**config.mk**
```make
export PLATFORM = sky130hd
export DESIGN_NAME = fbm_ctrl
export DESIGN_NICKNAME = d
export VERILOG_FILES = /design/src/logic/fbm_pkg.sv /design/src/logic/fbm_ctrl.sv
export VERILOG_INCLUDE_DIRS = /design/src /design/src/logic
export SDC_FILE = /design/constraint.sdc
export NUM_CORES = 2
export LEC_CHECK = 0
export BUFFER_PORTS_ARGS = -buffer_cell sky130_fd_sc_hd__buf_2
export CAP_MARGIN = 40
export CORE_UTILIZATION = 45
export CTS_CLUSTER_DIAMETER = 120
export DETAILED_ROUTE_END_ITERATION = 10
export MAX_ROUTING_LAYER = met4
export PLACE_DENSITY = 0.67
export SLEW_MARGIN = 20
export SYNTH_ARGS = -nofsm -noshare
export SYNTH_HDL_FRONTEND = slang
export SYNTH_SLANG_ARGS = --single-unit
```
**constraint.sdc**
```tcl
create_clock -name clk -period 8.3 [get_ports clk]
set_clock_uncertainty 0.15 [all_clocks]
set_input_delay 0.415 -clock clk [delete_from_list [all_inputs] [get_ports clk]]
set_output_delay 0.415 -clock clk [all_outputs]
set_load 0.1 [all_outputs]
```
**src/logic/fbm_defs.svh**
```systemverilog
// constants for the flash map and nvm protection block
`ifndef FBM_DEFS_SVH
`define FBM_DEFS_SVH
// address map
`define FBM_FLASH_BASE   32'h0010_0000
`define FBM_SRAM_BASE    32'h0020_0000
`define FBM_ROM_BASE     32'h0030_0000
`define FBM_AREA_MASK    32'hfff0_0000
// register offsets
`define FBM_REG_MODE     8'h00
`define FBM_REG_CMD      8'h04
`define FBM_REG_STATUS   8'h08
`define FBM_REG_LOCKS    8'h0c
`define FBM_REG_NVM      8'h10
`define FBM_REG_WBUF     8'h14
`define FBM_REG_WADDR    8'h18
`define FBM_REG_REMAP    8'h1c
// command register fields
`define FBM_CMD_KEY      8'h5a
`define FBM_CMD_KEY_HI   31
`define FBM_CMD_KEY_LO   24
`define FBM_CMD_ARG_HI   17
`define FBM_CMD_ARG_LO   8
// geometry
`define FBM_PAGE_WORDS   64
`define FBM_LOCK_BITS    16
`define FBM_GP_BITS      3
`define FBM_CAL_BITS     8
`define FBM_CAL_RESET    8'h00
`define FBM_WAIT_RESET   2'h1
// status bit positions
`define FBM_ST_READY     0
`define FBM_ST_LOCKERR   1
`define FBM_ST_CMDERR    2
`define FBM_ST_SECURE    4
// timing
`define FBM_CLK_HZ       100000000
`define FBM_OP_NS        1000
`define FBM_OP_CYC       ((`FBM_OP_NS * 100) / 1000)
`define FBM_WIPE_MS      200
`define FBM_WIPE_CYC     ((`FBM_WIPE_MS * (`FBM_CLK_HZ / 1000)))
`endif

```
**src/logic/fbm_pkg.sv**
```systemverilog
// types for the flash map and nvm protection block
package fbm_pkg;
  typedef enum logic [3:0] {
    FBM_OP_NONE, FBM_OP_WRITE_PAGE, FBM_OP_ERASE_PAGE, FBM_OP_ERASE_ALL,
    FBM_OP_SET_LOCK, FBM_OP_CLR_LOCK, FBM_OP_SET_GP, FBM_OP_CLR_GP,
    FBM_OP_SET_SEC
  } fbm_op_e;
  typedef enum logic [1:0] {FBM_SEL_NONE, FBM_SEL_FLASH, FBM_SEL_SRAM,
                            FBM_SEL_ROM} fbm_sel_e;
endpackage

```
**src/logic/fbm_ctrl.sv**
```systemverilog
// flash controller: memory map, write buffer, prefetch, nvm protection
//
// Function
// - sram at fixed base, aliased at zero after remap
// - rom always mapped at its fixed base
// - flash always mapped at its fixed base
// - gp bit 2 picks zero alias; wipe clears
// - gp bits change only by set/clear commands, wipe and reset
// - one-page write buffer filled by 32-bit words
// - flash in standby when not accessed
// - wait states, commands, completion status via registers
// - error status and interrupt enables
// - two 32-bit prefetch words for 16-bit fetches
// - one controller instance per bank
// - 256-byte pages, 64-page lock regions
// - each lock bit guards erase and program; full erase here ignores the lock bits
// - locked target aborts command, raises interrupt
// - set-lock protects, clear-lock unprotects region
// - wipe pin clears all lock bits
// - security bit refuses debug and fast port
// - security only set by command, cleared by wipe then full erase
// - gp bit 0 enables brownout detector
// - gp bit 1 enables brownout reset
// - eight calibration bits fixed, wipe ignores them
// - wipe pin debounced at least 200 ms
// - gp bit 2 set boots from flash
//
// Our own choices: the register addresses and the plain strobed port.
`timescale 1ns/10ps
`include "fbm_defs.svh"
module fbm_ctrl #(
  parameter int unsigned WIPE_CYC = `FBM_WIPE_CYC // debounce length
) (
  // clock and reset
  input  wire logic                 clk,
  input  wire logic                 reset_n,
  // register port
  input  wire logic [7:0]           reg_addr,
  input  wire logic [31:0]          reg_wdata,
  input  wire logic                 reg_wr,
  input  wire logic                 reg_rd,
  output logic      [31:0]          reg_rdata,
  // system bus address decode
  input  wire logic [31:0]          bus_addr,
  output fbm_pkg::fbm_sel_e         bus_sel,
  // instruction fetch from flash
  input  wire logic                 fetch_req,
  input  wire logic [17:0]          fetch_addr,
  output logic                      fetch_hit,
  output logic      [15:0]          fetch_data,
  // flash array side
  input  wire logic [31:0]          array_rdata,
  output logic      [15:0]          array_word_addr,
  output logic                      array_rd,
  output logic                      array_standby,
  output logic                      array_prog,
  output logic      [31:0]          array_wdata,
  // wipe pin, debug and programming gates
  input  wire logic                 wipe_pin,
  input  wire logic                 debug_emulation_port_req,
  input  wire logic                 fast_programming_port_req,
  output logic                      debug_emulation_port_ok,
  output logic                      fast_programming_port_ok,
  // system side outputs
  output logic                      bod_enable,
  output logic                      bod_reset_enable,
  output logic                      boot_from_flash,
  output logic      [7:0]           calib_bits,
  output logic                      irq
);
  import fbm_pkg::*;

  localparam int unsigned OPW = $clog2(`FBM_OP_CYC + 1);

  ////////////////////////////////////////////////////////////////////////
  // state
  logic                      remap_q;      // sram alias at zero
  logic [1:0]                wait_q;       // wait state count
  logic [`FBM_LOCK_BITS-1:0] lock_q;       // region lock bits
  logic [`FBM_GP_BITS-1:0]   gp_q;         // general purpose nvm bits
  logic                      sec_q;        // security bit
  logic                      ready_q;      // last command done
  logic                      lockerr_q;    // locked target seen
  logic                      cmderr_q;     // bad key
  logic [1:0]                ien_q;        // irq enables: ready, error
  logic [31:0]               wbuf [`FBM_PAGE_WORDS]; // page buffer
  logic [5:0]                wptr_q;       // buffer fill index
  fbm_op_e                   op_q;         // running command
  logic [9:0]                arg_q;        // page or bit argument
  logic [OPW-1:0]            opcnt_q;      // operation timer
  logic [31:0]               wipe_cnt_q;   // debounce counter
  logic                      wipe_q;       // filtered wipe
  logic                      wipe_done_q;  // wipe taken this assertion
  logic                      wipe_erase_q; // wipe awaiting full erase

  // region of a page: 64 pages per region
  function automatic logic [3:0] region_of(input logic [9:0] page);
    region_of = page[9:6];
  endfunction

  // command needs lock check
  function automatic logic is_modify(input fbm_op_e op);
    is_modify = (op == FBM_OP_WRITE_PAGE) || (op == FBM_OP_ERASE_PAGE);
  endfunction

  wire logic cmd_wr  = reg_wr && (reg_addr == `FBM_REG_CMD);
  wire logic key_ok  = reg_wdata[`FBM_CMD_KEY_HI:`FBM_CMD_KEY_LO]
                       == `FBM_CMD_KEY;
  wire fbm_op_e new_op = fbm_op_e'(reg_wdata[3:0]);
  wire logic [9:0] new_arg = reg_wdata[`FBM_CMD_ARG_HI:`FBM_CMD_ARG_LO];
  wire logic start = cmd_wr && key_ok && ready_q && (new_op != FBM_OP_NONE);
  wire logic locked = is_modify(new_op) && lock_q[region_of(new_arg)];
  wire logic done  = (op_q != FBM_OP_NONE) && (opcnt_q == '0);

  ////////////////////////////////////////////////////////////////////////
  // address decoder
  always_comb begin
    unique case (bus_addr & `FBM_AREA_MASK)
      `FBM_FLASH_BASE: bus_sel = FBM_SEL_FLASH;
      `FBM_SRAM_BASE:  bus_sel = FBM_SEL_SRAM;
      `FBM_ROM_BASE:   bus_sel = FBM_SEL_ROM;
      32'h0000_0000: begin
        if (remap_q) bus_sel = FBM_SEL_SRAM;
        else if (gp_q[2]) bus_sel = FBM_SEL_FLASH;
        else bus_sel = FBM_SEL_ROM;
      end
      default:         bus_sel = FBM_SEL_NONE;
    endcase
  end

  // remap is one way until reset
  always_ff @(posedge clk or negedge reset_n) begin
    if (!reset_n) remap_q <= 1'b0;
    else if (reg_wr && reg_addr == `FBM_REG_REMAP && reg_wdata[0])
      remap_q <= 1'b1;
  end

  // wait states
  always_ff @(posedge clk or negedge reset_n) begin
    if (!reset_n) wait_q <= `FBM_WAIT_RESET;
    else if (reg_wr && reg_addr == `FBM_REG_MODE) begin
      wait_q <= reg_wdata[1:0];
    end
  end

  // interrupt enables
  always_ff @(posedge clk or negedge reset_n) begin
    if (!reset_n) ien_q <= 2'h0;
    else if (reg_wr && reg_addr == `FBM_REG_MODE) ien_q <= reg_wdata[9:8];
  end

  ////////////////////////////////////////////////////////////////////////
  // wipe pin debounce; a short glitch restarts the count
  always_ff @(posedge clk or negedge reset_n) begin
    if (!reset_n) begin
      wipe_cnt_q <= 32'h0;
      wipe_q     <= 1'b0;
    end else if (!wipe_pin) begin
      wipe_cnt_q <= 32'h0;
      wipe_q     <= 1'b0;
    end else if (wipe_cnt_q >= WIPE_CYC - 1) begin
      wipe_q     <= 1'b1;
    end else begin
      wipe_cnt_q <= wipe_cnt_q + 32'h1;
    end
  end

  // one wipe per assertion
  always_ff @(posedge clk or negedge reset_n) begin
    if (!reset_n) wipe_done_q <= 1'b0;
    else wipe_done_q <= wipe_q;
  end
  wire logic wipe_evt = wipe_q && !wipe_done_q;

  ////////////////////////////////////////////////////////////////////////
  // command sequencer; one operation at a time
  always_ff @(posedge clk or negedge reset_n) begin
    if (!reset_n) begin
      op_q    <= FBM_OP_NONE;
      arg_q   <= 10'h0;
      opcnt_q <= '0;
    end else if (start && !locked) begin
      op_q    <= new_op;
      arg_q   <= new_arg;
      opcnt_q <= OPW'(`FBM_OP_CYC - 1);
    end else if (done) begin
      op_q    <= FBM_OP_NONE;
    end else if (op_q != FBM_OP_NONE) begin
      opcnt_q <= opcnt_q - OPW'(1);
    end
  end

  // ready low while busy; abort leaves it set
  always_ff @(posedge clk or negedge reset_n) begin
    if (!reset_n) ready_q <= 1'b1;
    else if (start && !locked) ready_q <= 1'b0;
    else if (done) ready_q <= 1'b1;
  end

  // error flags clear on status read, set wins
  always_ff @(posedge clk or negedge reset_n) begin
    if (!reset_n) begin
      lockerr_q <= 1'b0;
      cmderr_q  <= 1'b0;
    end else begin
      if (start && locked) lockerr_q <= 1'b1;
      else if (reg_rd && reg_addr == `FBM_REG_STATUS) lockerr_q <= 1'b0;
      if (cmd_wr && !key_ok) cmderr_q <= 1'b1;
      else if (reg_rd && reg_addr == `FBM_REG_STATUS) cmderr_q <= 1'b0;
    end
  end

  // lock bits: commands, or wipe clears all
  always_ff @(posedge clk or negedge reset_n) begin
    if (!reset_n) lock_q <= '0;
    else if (wipe_evt) lock_q <= '0;
    else if (done && op_q == FBM_OP_SET_LOCK)
      lock_q[region_of(arg_q)] <= 1'b1;
    else if (done && op_q == FBM_OP_CLR_LOCK)
      lock_q[region_of(arg_q)] <= 1'b0;
  end

  // gp bits: only commands change them, wipe and reset clear
  always_ff @(posedge clk or negedge reset_n) begin
    if (!reset_n) gp_q <= '0;
    else if (wipe_evt) gp_q <= '0;
    else if (done && op_q == FBM_OP_SET_GP && arg_q < `FBM_GP_BITS)
      gp_q[arg_q[1:0]] <= 1'b1;
    else if (done && op_q == FBM_OP_CLR_GP && arg_q < `FBM_GP_BITS)
      gp_q[arg_q[1:0]] <= 1'b0;
  end

  // security: set by command; cleared only by reset or by wipe then full erase
  always_ff @(posedge clk or negedge reset_n) begin
    if (!reset_n) begin
      sec_q        <= 1'b0;
      wipe_erase_q <= 1'b0;
    end else if (wipe_evt) begin
      wipe_erase_q <= 1'b1;
    end else if (done && op_q == FBM_OP_ERASE_ALL && wipe_erase_q) begin
      sec_q        <= 1'b0;
      wipe_erase_q <= 1'b0;
    end else if (done && op_q == FBM_OP_SET_SEC) begin
      sec_q        <= 1'b1;
    end
  end

  ////////////////////////////////////////////////////////////////////////
  // write buffer, filled one word at a time
  always_ff @(posedge clk or negedge reset_n) begin
    if (!reset_n) wptr_q <= 6'h0;
    else if (reg_wr && reg_addr == `FBM_REG_WADDR) wptr_q <= reg_wdata[5:0];
    else if (reg_wr && reg_addr == `FBM_REG_WBUF)
      wptr_q <= wptr_q + 6'h1;
  end
  always_ff @(posedge clk) begin
    if (reg_wr && reg_addr == `FBM_REG_WBUF) wbuf[wptr_q] <= reg_wdata;
  end

  // programming streams buffer; word index follows timer
  wire logic [5:0] prog_idx = opcnt_q[5:0];

  ////////////////////////////////////////////////////////////////////////
  // prefetch: two words, refilled after wait states
  logic [31:0] pf_data_q [2];  // prefetched words
  logic [15:0] pf_addr_q [2];  // their word addresses
  logic [1:0]  pf_vld_q;       // entry valid
  logic [1:0]  pf_wait_q;      // wait-state counter
  logic        pf_busy_q;      // array read in flight
  logic [15:0] pf_want_q;      // word being read
  wire logic [15:0] f_word = fetch_addr[17:2];
  logic hit0, hit1;
  assign hit0 = pf_vld_q[0] && pf_addr_q[0] == f_word;
  assign hit1 = pf_vld_q[1] && pf_addr_q[1] == f_word;

  always_ff @(posedge clk or negedge reset_n) begin
    if (!reset_n) begin
      pf_vld_q  <= 2'h0;
      pf_wait_q <= 2'h0;
      pf_busy_q <= 1'b0;
      pf_want_q <= 16'h0;
      pf_addr_q <= '{16'h0, 16'h0};
      pf_data_q <= '{32'h0, 32'h0};
    end else if (op_q != FBM_OP_NONE) begin
      pf_vld_q  <= 2'h0;   // array contents may change
      pf_busy_q <= 1'b0;
    end else if (pf_busy_q) begin
      if (pf_wait_q == 2'h0) begin
        pf_busy_q    <= 1'b0;
        pf_data_q[1] <= pf_data_q[0];
        pf_addr_q[1] <= pf_addr_q[0];
        pf_data_q[0] <= array_rdata;
        pf_addr_q[0] <= pf_want_q;
        pf_vld_q     <= {pf_vld_q[0], 1'b1};
      end else begin
        pf_wait_q <= pf_wait_q - 2'h1;
      end
    end else if (fetch_req && !hit0 && !hit1) begin
      pf_busy_q <= 1'b1;
      pf_want_q <= f_word;
      pf_wait_q <= wait_q;
    end else if (fetch_req && hit0) begin
      pf_busy_q <= 1'b1;                  // anticipate next word
      pf_want_q <= f_word + 16'h1;
      pf_wait_q <= wait_q;
    end
  end

  // fetch answer from prefetch buffer
  always_ff @(posedge clk or negedge reset_n) begin
    if (!reset_n) begin
      fetch_hit  <= 1'b0;
      fetch_data <= 16'h0;
    end else begin
      fetch_hit  <= fetch_req && (hit0 || hit1);
      if (hit0)
        fetch_data <= fetch_addr[1] ? pf_data_q[0][31:16] : pf_data_q[0][15:0];
      else if (hit1)
        fetch_data <= fetch_addr[1] ? pf_data_q[1][31:16] : pf_data_q[1][15:0];
    end
  end

  ////////////////////////////////////////////////////////////////////////
  // array drive; standby whenever idle
  always_comb begin
    array_rd        = pf_busy_q;
    array_prog      = (op_q == FBM_OP_WRITE_PAGE);
    array_standby   = !array_rd && (op_q == FBM_OP_NONE);
    array_word_addr = array_prog ? {arg_q, prog_idx} : pf_want_q;
    array_wdata     = array_prog ? wbuf[prog_idx] : 32'h0;
  end

  // gates and nvm outputs
  always_comb begin
    debug_emulation_port_ok  = debug_emulation_port_req && !sec_q;
    fast_programming_port_ok = fast_programming_port_req && !sec_q;
    bod_enable       = gp_q[0];
    bod_reset_enable = gp_q[1];
    boot_from_flash  = gp_q[2];
    calib_bits       = `FBM_CAL_RESET;
    irq              = (ien_q[0] && ready_q) ||
                       (ien_q[1] && (lockerr_q || cmderr_q));
  end

  ////////////////////////////////////////////////////////////////////////
  // register read, one cycle later
  always_ff @(posedge clk or negedge reset_n) begin
    if (!reset_n) reg_rdata <= 32'h0;
    else if (reg_rd) begin
      unique case (reg_addr)
        `FBM_REG_MODE:   reg_rdata <= {22'h0, ien_q, 6'h0, wait_q};
        `FBM_REG_STATUS: reg_rdata <= {27'h0, sec_q, 1'b0, cmderr_q,
                                       lockerr_q, ready_q};
        `FBM_REG_LOCKS:  reg_rdata <= {16'h0, lock_q};
        `FBM_REG_NVM:    reg_rdata <= {21'h0, gp_q, `FBM_CAL_RESET};
        `FBM_REG_REMAP:  reg_rdata <= {31'h0, remap_q};
        default:         reg_rdata <= 32'h0;
      endcase
    end else reg_rdata <= 32'h0;
  end

  ////////////////////////////////////////////////////////////////////////
  // checks
  a_lock_abort: assert property (@(posedge clk) disable iff (!reset_n)
    start && locked |=> lockerr_q && op_q == FBM_OP_NONE)
    else $error("locked command not aborted");
  a_busy_ready: assert property (@(posedge clk) disable iff (!reset_n)
    start && !locked |=> !ready_q [*3])
    else $error("ready high while busy");
  a_wipe_locks: assert property (@(posedge clk) disable iff (!reset_n)
    wipe_evt |=> lock_q == '0 && gp_q == '0)
    else $error("wipe left locks or gp set");
  a_sec_gate: assert property (@(posedge clk) disable iff (!reset_n)
    sec_q |-> !debug_emulation_port_ok && !fast_programming_port_ok)
    else $error("secured flash reachable");
  a_rom_fixed: assert property (@(posedge clk) disable iff (!reset_n)
    (bus_addr & `FBM_AREA_MASK) == `FBM_ROM_BASE |-> bus_sel == FBM_SEL_ROM)
    else $error("rom not at base");
  a_zero_alias: assert property (@(posedge clk) disable iff (!reset_n)
    bus_addr[31:20] == 12'h0 && !remap_q |->
      bus_sel == (gp_q[2] ? FBM_SEL_FLASH : FBM_SEL_ROM))
    else $error("wrong zero alias");
  a_standby_idle: assert property (@(posedge clk) disable iff (!reset_n)
    !pf_busy_q && op_q == FBM_OP_NONE |-> array_standby)
    else $error("array not in standby");
  a_sec_sticky: assert property (@(posedge clk) disable iff (!reset_n)
    sec_q && !wipe_erase_q |=> sec_q)
    else $error("security cleared without wipe");
  c_lock_abort: cover property (@(posedge clk) start && locked);
  c_prog_done: cover property (@(posedge clk)
    done && op_q == FBM_OP_WRITE_PAGE);
  c_fetch_hit: cover property (@(posedge clk) fetch_hit);
endmodule

```
### Word-level counts from Yosys, hierarchy flattened

Memory sizes are Yosys's and may differ from the RTL's.
Cells that the tools add are included.

| operators by class | value |
|---|---|
| $add $sub $neg | 5 |
| bitwise gates (word level) | 9 |
| eq/ne operators | 26 |
| $lt $le $gt $ge | 7 |
| mux-type cells | 59 |
| reductions and logical operators | 76 |

Operators by type and width:

| operator | number |
|---|---|
| 2-to-1 mux 16 bit | 10 |
| 2-to-1 mux 32 bit | 4 |
| case mux 16 bit (5 select lines) | 1 |
| logical AND 1 bit | 38 |
| adder 32 x 1 -> 32 bit (second input constant) | 1 |
| == test 16 bit | 2 |
| == test 8 x 5 -> 1 bit (second input constant) | 4 |
| greater-or-equal comparator 32 x 25 -> 1 bit (second input constant) | 1 |
| zero test 32 bit | 1 |
| == test 12 x 2 -> 1 bit (second input constant) | 2 |
| nonzero test 2 bit | 11 |
| 2-to-1 mux 1 bit | 21 |
| 2-to-1 mux 7 bit | 3 |
| 2-to-1 mux 2 bit | 9 |
| adder 16 x 1 -> 16 bit (second input constant) | 1 |
| AND 16 bit | 1 |
| == test 4 x 3 -> 1 bit (second input constant) | 4 |
| == test 8 x 4 -> 1 bit (second input constant) | 2 |
| inverter 16 bit | 1 |
| OR 16 bit | 1 |
| == test 12 x 1 -> 1 bit (second input constant) | 1 |
| 2-to-1 mux 6 bit | 2 |
| less-than comparator 10 x 2 -> 1 bit (second input constant) | 1 |
| less-than comparator 4 x 5 -> 1 bit (second input constant) | 2 |
| other kinds (33) | 58 |

| word-level totals | value |
|---|---|
| bits in writable memories | 2048 |
| word-level logic and storage cells | 211 |
| memories | 1 |
| register bits after elaboration | 256 |
| output and inout bits | 116 |
| bits of input ports | 130 |

Memories:

| memory | words | bits a word | rd ports | clocked after Yosys merged registers in | wr ports | RTL line | source |
|---|---|---|---|---|---|---|---|
| wbuf | 64 | 32 | 1 | 0 | 1 | fbm_ctrl.sv:86 | `` logic [31:0] wbuf [`FBM_PAGE_WORDS]; `` |

### Logic depth before layout (Yosys ltp)

| depth | value |
|---|---|
| depth in word-level cells | 9 |
| mapped depth | 12 |
| depth with buffers taken out | 8 |

### Worst setup path after synthesis

Ideal clock, no wire load.

| path | value |
|---|---|
| path type | register to output |
| from | register opcnt_q[1] |
| to | output array_word_addr[1] |
| arrival | 3.610 ns |
| required time | 7.735 ns |
| path slack | 4.125 ns |
| cell stages (with the launch flop) | 7 |
| buffers on the path | 4 |
| cells stage by stage | dfrtp_1 buf_2 clkbuf_1 clkbuf_1 inv_1 clkbuf_1 o21ai_0 |

| on the way | value |
|---|---|
| longest elaborated chain between the ends | 1 |

Ends and longest elaborated chain:

| item | RTL line | source |
|---|---|---|
| from (decl) | fbm_ctrl.sv:90 | `logic [OPW-1:0] opcnt_q;` |
| from (signal assigned) | fbm_ctrl.sv:185 | `` opcnt_q <= OPW'(`FBM_OP_CYC - 1); `` |
| from (signal assigned) | fbm_ctrl.sv:189 | `opcnt_q <= opcnt_q - OPW'(1);` |
| 2-to-1 mux 16 bit | fbm_ctrl.sv:329 | `array_word_addr = array_prog ? {arg_q, prog_idx} : pf_want_q;` |
| to (decl) | fbm_ctrl.sv:53 | `output logic [15:0] array_word_addr,` |

Every way passes these cells.

### Worst setup path in the final report

| path | value |
|---|---|
| from | register opcnt_q[0] |
| to | output array_wdata[26] |

| on the way | value |
|---|---|
| longest elaborated chain between the ends | 2 |

Ends and longest elaborated chain:

| item | RTL line | source |
|---|---|---|
| memory read (64 x 32 bit) | n/a |  |
| 2-to-1 mux 32 bit | fbm_ctrl.sv:330 | `array_wdata = array_prog ? wbuf[prog_idx] : 32'h0;` |
| to (decl) | fbm_ctrl.sv:57 | `output logic [31:0] array_wdata,` |

Every way passes these cells.

==> out/results.ini <==
[critical_path]
arrival_ns=5.32
path_class=reg -> out
crit_required_ns=7.74
critPathCaptureType=output port
crit_path_start_kind=flop
cp_max_fo=54

[logic_synthesis]
ys.flop_type=edfxtp_1
ys_ff_latch=2288
synth_cell_types=58
yosys.area_share.adder_pct=0.08382
synth_top_family_by_area=multiplexers
synth_commonest_cells=2048 x edfxtp_1, 632 x mux4_2, 238 x dfrtp_1
syn_inst=4192
synth_area_leaders=edfxtp_1 69%, mux4_2 16%, dfrtp_1 6.6%, mux2_2 1.4%, mux2i_1 0.68%
seq_area_frac_synth_pct=75.37
synth_edf_count=2048
yosys.area.top_type=edfxtp_1
synth.most_common_cell=edfxtp_1
synth_top_cell_area_share_pct=68.67
ys_warn_count=0
yosys.area_share.simple_pct=2.629
syn_area_um2=89560
synth_compound_area_share_pct=1.850
synth-xor-area-share_pct=0.6650
yosys-mux-area-fraction_pct=17.99
syn_avg_cell_area_um2=21.37
synthArstFlopShare_pct=10.49

[grt]
grt_util_all_layers_pct=22.59
first_global_vias=44190
antenna_found_initial=15
grt-ovfl-total=0
grt_pass1_wl_mm=313.7
grt_max_degree=144

[power]
p_switching_mw=7.568
swShare_pct=27.36
powerDensity_nw_per_um2=269.9
peakVddDrop_v=0.0002511
total_leakage_power_nw=33.11
power.total_mw=27.66
power.internal_mw=20.09
clkPwrFrac_pct=34.2
combPwrFrac_pct=19.8
seq_power_share_pct=46.0

[cells_and_area]
area_growth_pct=14.42
nets=4751
regArea_um2=67520
finish.utilization_pct=51.86
multi_input_area_um2=21410
nFillCells=15160
final_layout_size_suffix_gt1_share_pct=30.84

[cts]
h-tree-depth=4
clk_pin_slew_ns=0.06
clk_path_buf_depth=3
tritoncts=yes
clock_sinks=2288
cts_buffers=215
root_buffer=clkbuf_16
insertion_delay_ns=0.83
cts_resized=0

[flow_run]
cap_violations=0

[min_path]
worstHoldPathType=in -> async

[detailed_routing]
remaining_drc_errors=0
vias_per_cell=5.970
vias=44420
dr.pass1.iters=5
wirelength_mm=220.4
first_iter_violations=5801
avgRoutedWirePerCell_um=29.61
drtAntennaViolNets=0

[placed_design]
gp_congestion=0.8816
io_buffers=200
dp_hpwl_mm=116.0

[die]
ios=246
rows=163
die_height_um=448.1
die_area_um2=200800
die-width_um=448.1
core-area_um2=197600
start_util_pct=45.32

[run_status]
status=finished, final reports clean

[timing]
rsz0062_at_grt=false
setup-tns-final_ns=0
setup_violations=0
min_period_ns=5.881
worst_slew_pin_slew_ns=1.059
min_period_over_period_pct=70.86
fmaxAchievable_mhz=170.0
slew-limit-headroom_pct=29.38
slew_violations=0
hold_violations=0

registers in the layout, indices dropped and copies added, names as in the netlist, 2 cells and up:
name        flops
wipe_cnt_q     32
pf_want_q      16
pf_addr_q      32
lock_q         16
pf_vld_q        2
gp_q            3
op_q            4
arg_q          10
wait_q          2
fetch_data     16
pf_wait_q       2
ien_q           2
opcnt_q         7
reg_rdata      16
wbuf         2048
wptr_q          6
pf_data_q      64
logic make-up (layout without fill, tap and decap cells):
logic type      Yosys count  after routing
other cells               1             30
fa+ha+maj                 6              6
mux                     806            806
buf+inv                 272            852
compound gates          259            259
xor+xnor                 68             68
simple gates            492            492
flops                  2288           2288
final cells by class:
type / instances / share of cell area [%]
flip-flops and latches: 2288 / 65.89
multi-input cells: 1655 / 20.89
clock buffers: 267 / 5.532
repair buffers: 436 / 3.333
well taps: 2640 / 3.223
clock inverters: 130 / 1.048
inverters: 19 / 0.06959
diodes: 6 / 0.01465
repair_timing:
action                    in CTS  in global routing
hold buffers                  82                  1
hold endpoints to repair     301                 21
setup buffers                  0                  0
layer usage:
layer | up-vias | GRT usage (%) | routed length (µm)
li1 | 18210 | - | -
met1 | 23740 | 31.08 | 89530
met2 | 2123 | 33.64 | 102700
met3 | 350 | 4.585 | 20080
met4 | 0 | 8.061 | 8007
met5 | - | - | 0
power groups by stage:
stage	clock network, mW	registers, mW	logic (mW)
floorplan	0	12.8	3.31
global placement	0	13.0	5.20
detailed placement	0	13.0	5.34
CTS	9.60	12.7	5.39
global route	10.0	12.7	5.66
finish	9.46	12.7	5.47
placed cells by master (no fill, tap or decap), drive strengths merged, types with 27 or more instances in the layout:
master       count
edfxtp        2048
nand3           33
dfrtp          238
nand4           27
mux2           113
nor2           151
mux4           632
buf            353
nand2          130
dlygate4sd3     83
mux2i           61
a21oi           87
clkinv         105
clkbuf         267
a22oi           68
xnor2           51
o21ai           35
per-stage QoR:
| step | cell area (µm²) | hold slack (ns) | setup slack [ns] | std cells |
|---|---|---|---|---|
| 6_report | 102500 | 0.03710 | 2.419 | 7441 |
| 5_1_grt | 102500 | 0.02983 | 2.221 | 7441 |
| 4_1_cts | 102400 | 0.0009109 | 2.423 | 7430 |
| 3_5_place_dp | 94810 | 0.2473 | 3.307 | 6951 |
| 3_3_place_gp | 94380 | 0.2323 | 3.024 | 6930 |
| 2_1_floorplan | 89650 | -0.03059 | 4.125 | 4215 |
worst max-delay path: stages, from the launching register on:
cell and delay (ns):
dfrtp_4 0.68, buf_16 0.32, buf_12 0.41, buf_12 0.40, mux4_2 0.56, mux4_2 0.51
a22oi_1 0.76, a21oi_1 0.34, buf_2 0.40
final timing paths:
kind | end | cells past startpoint | slack, ns | start
worst max-delay path | array_wdata[26] | 8 | 2.42 | opcnt_q[0]
worst min-delay path | pf_addr_q[21] | 2 | 0.04 | reset_n
worst max register to register | pf_want_q[3] | 9 | 4.91 | pf_addr_q[21]
worst min register to register | wipe_done_q | 0 | 0.26 | wipe_q
max in group asynchronous | fetch_data[7] | 4 | 6.64 | reset_n
min in group clk | wbuf[4][3] | 2 | 0.07 | reg_wdata[3]
Note: power is estimated with default switching activity, not from simulation.
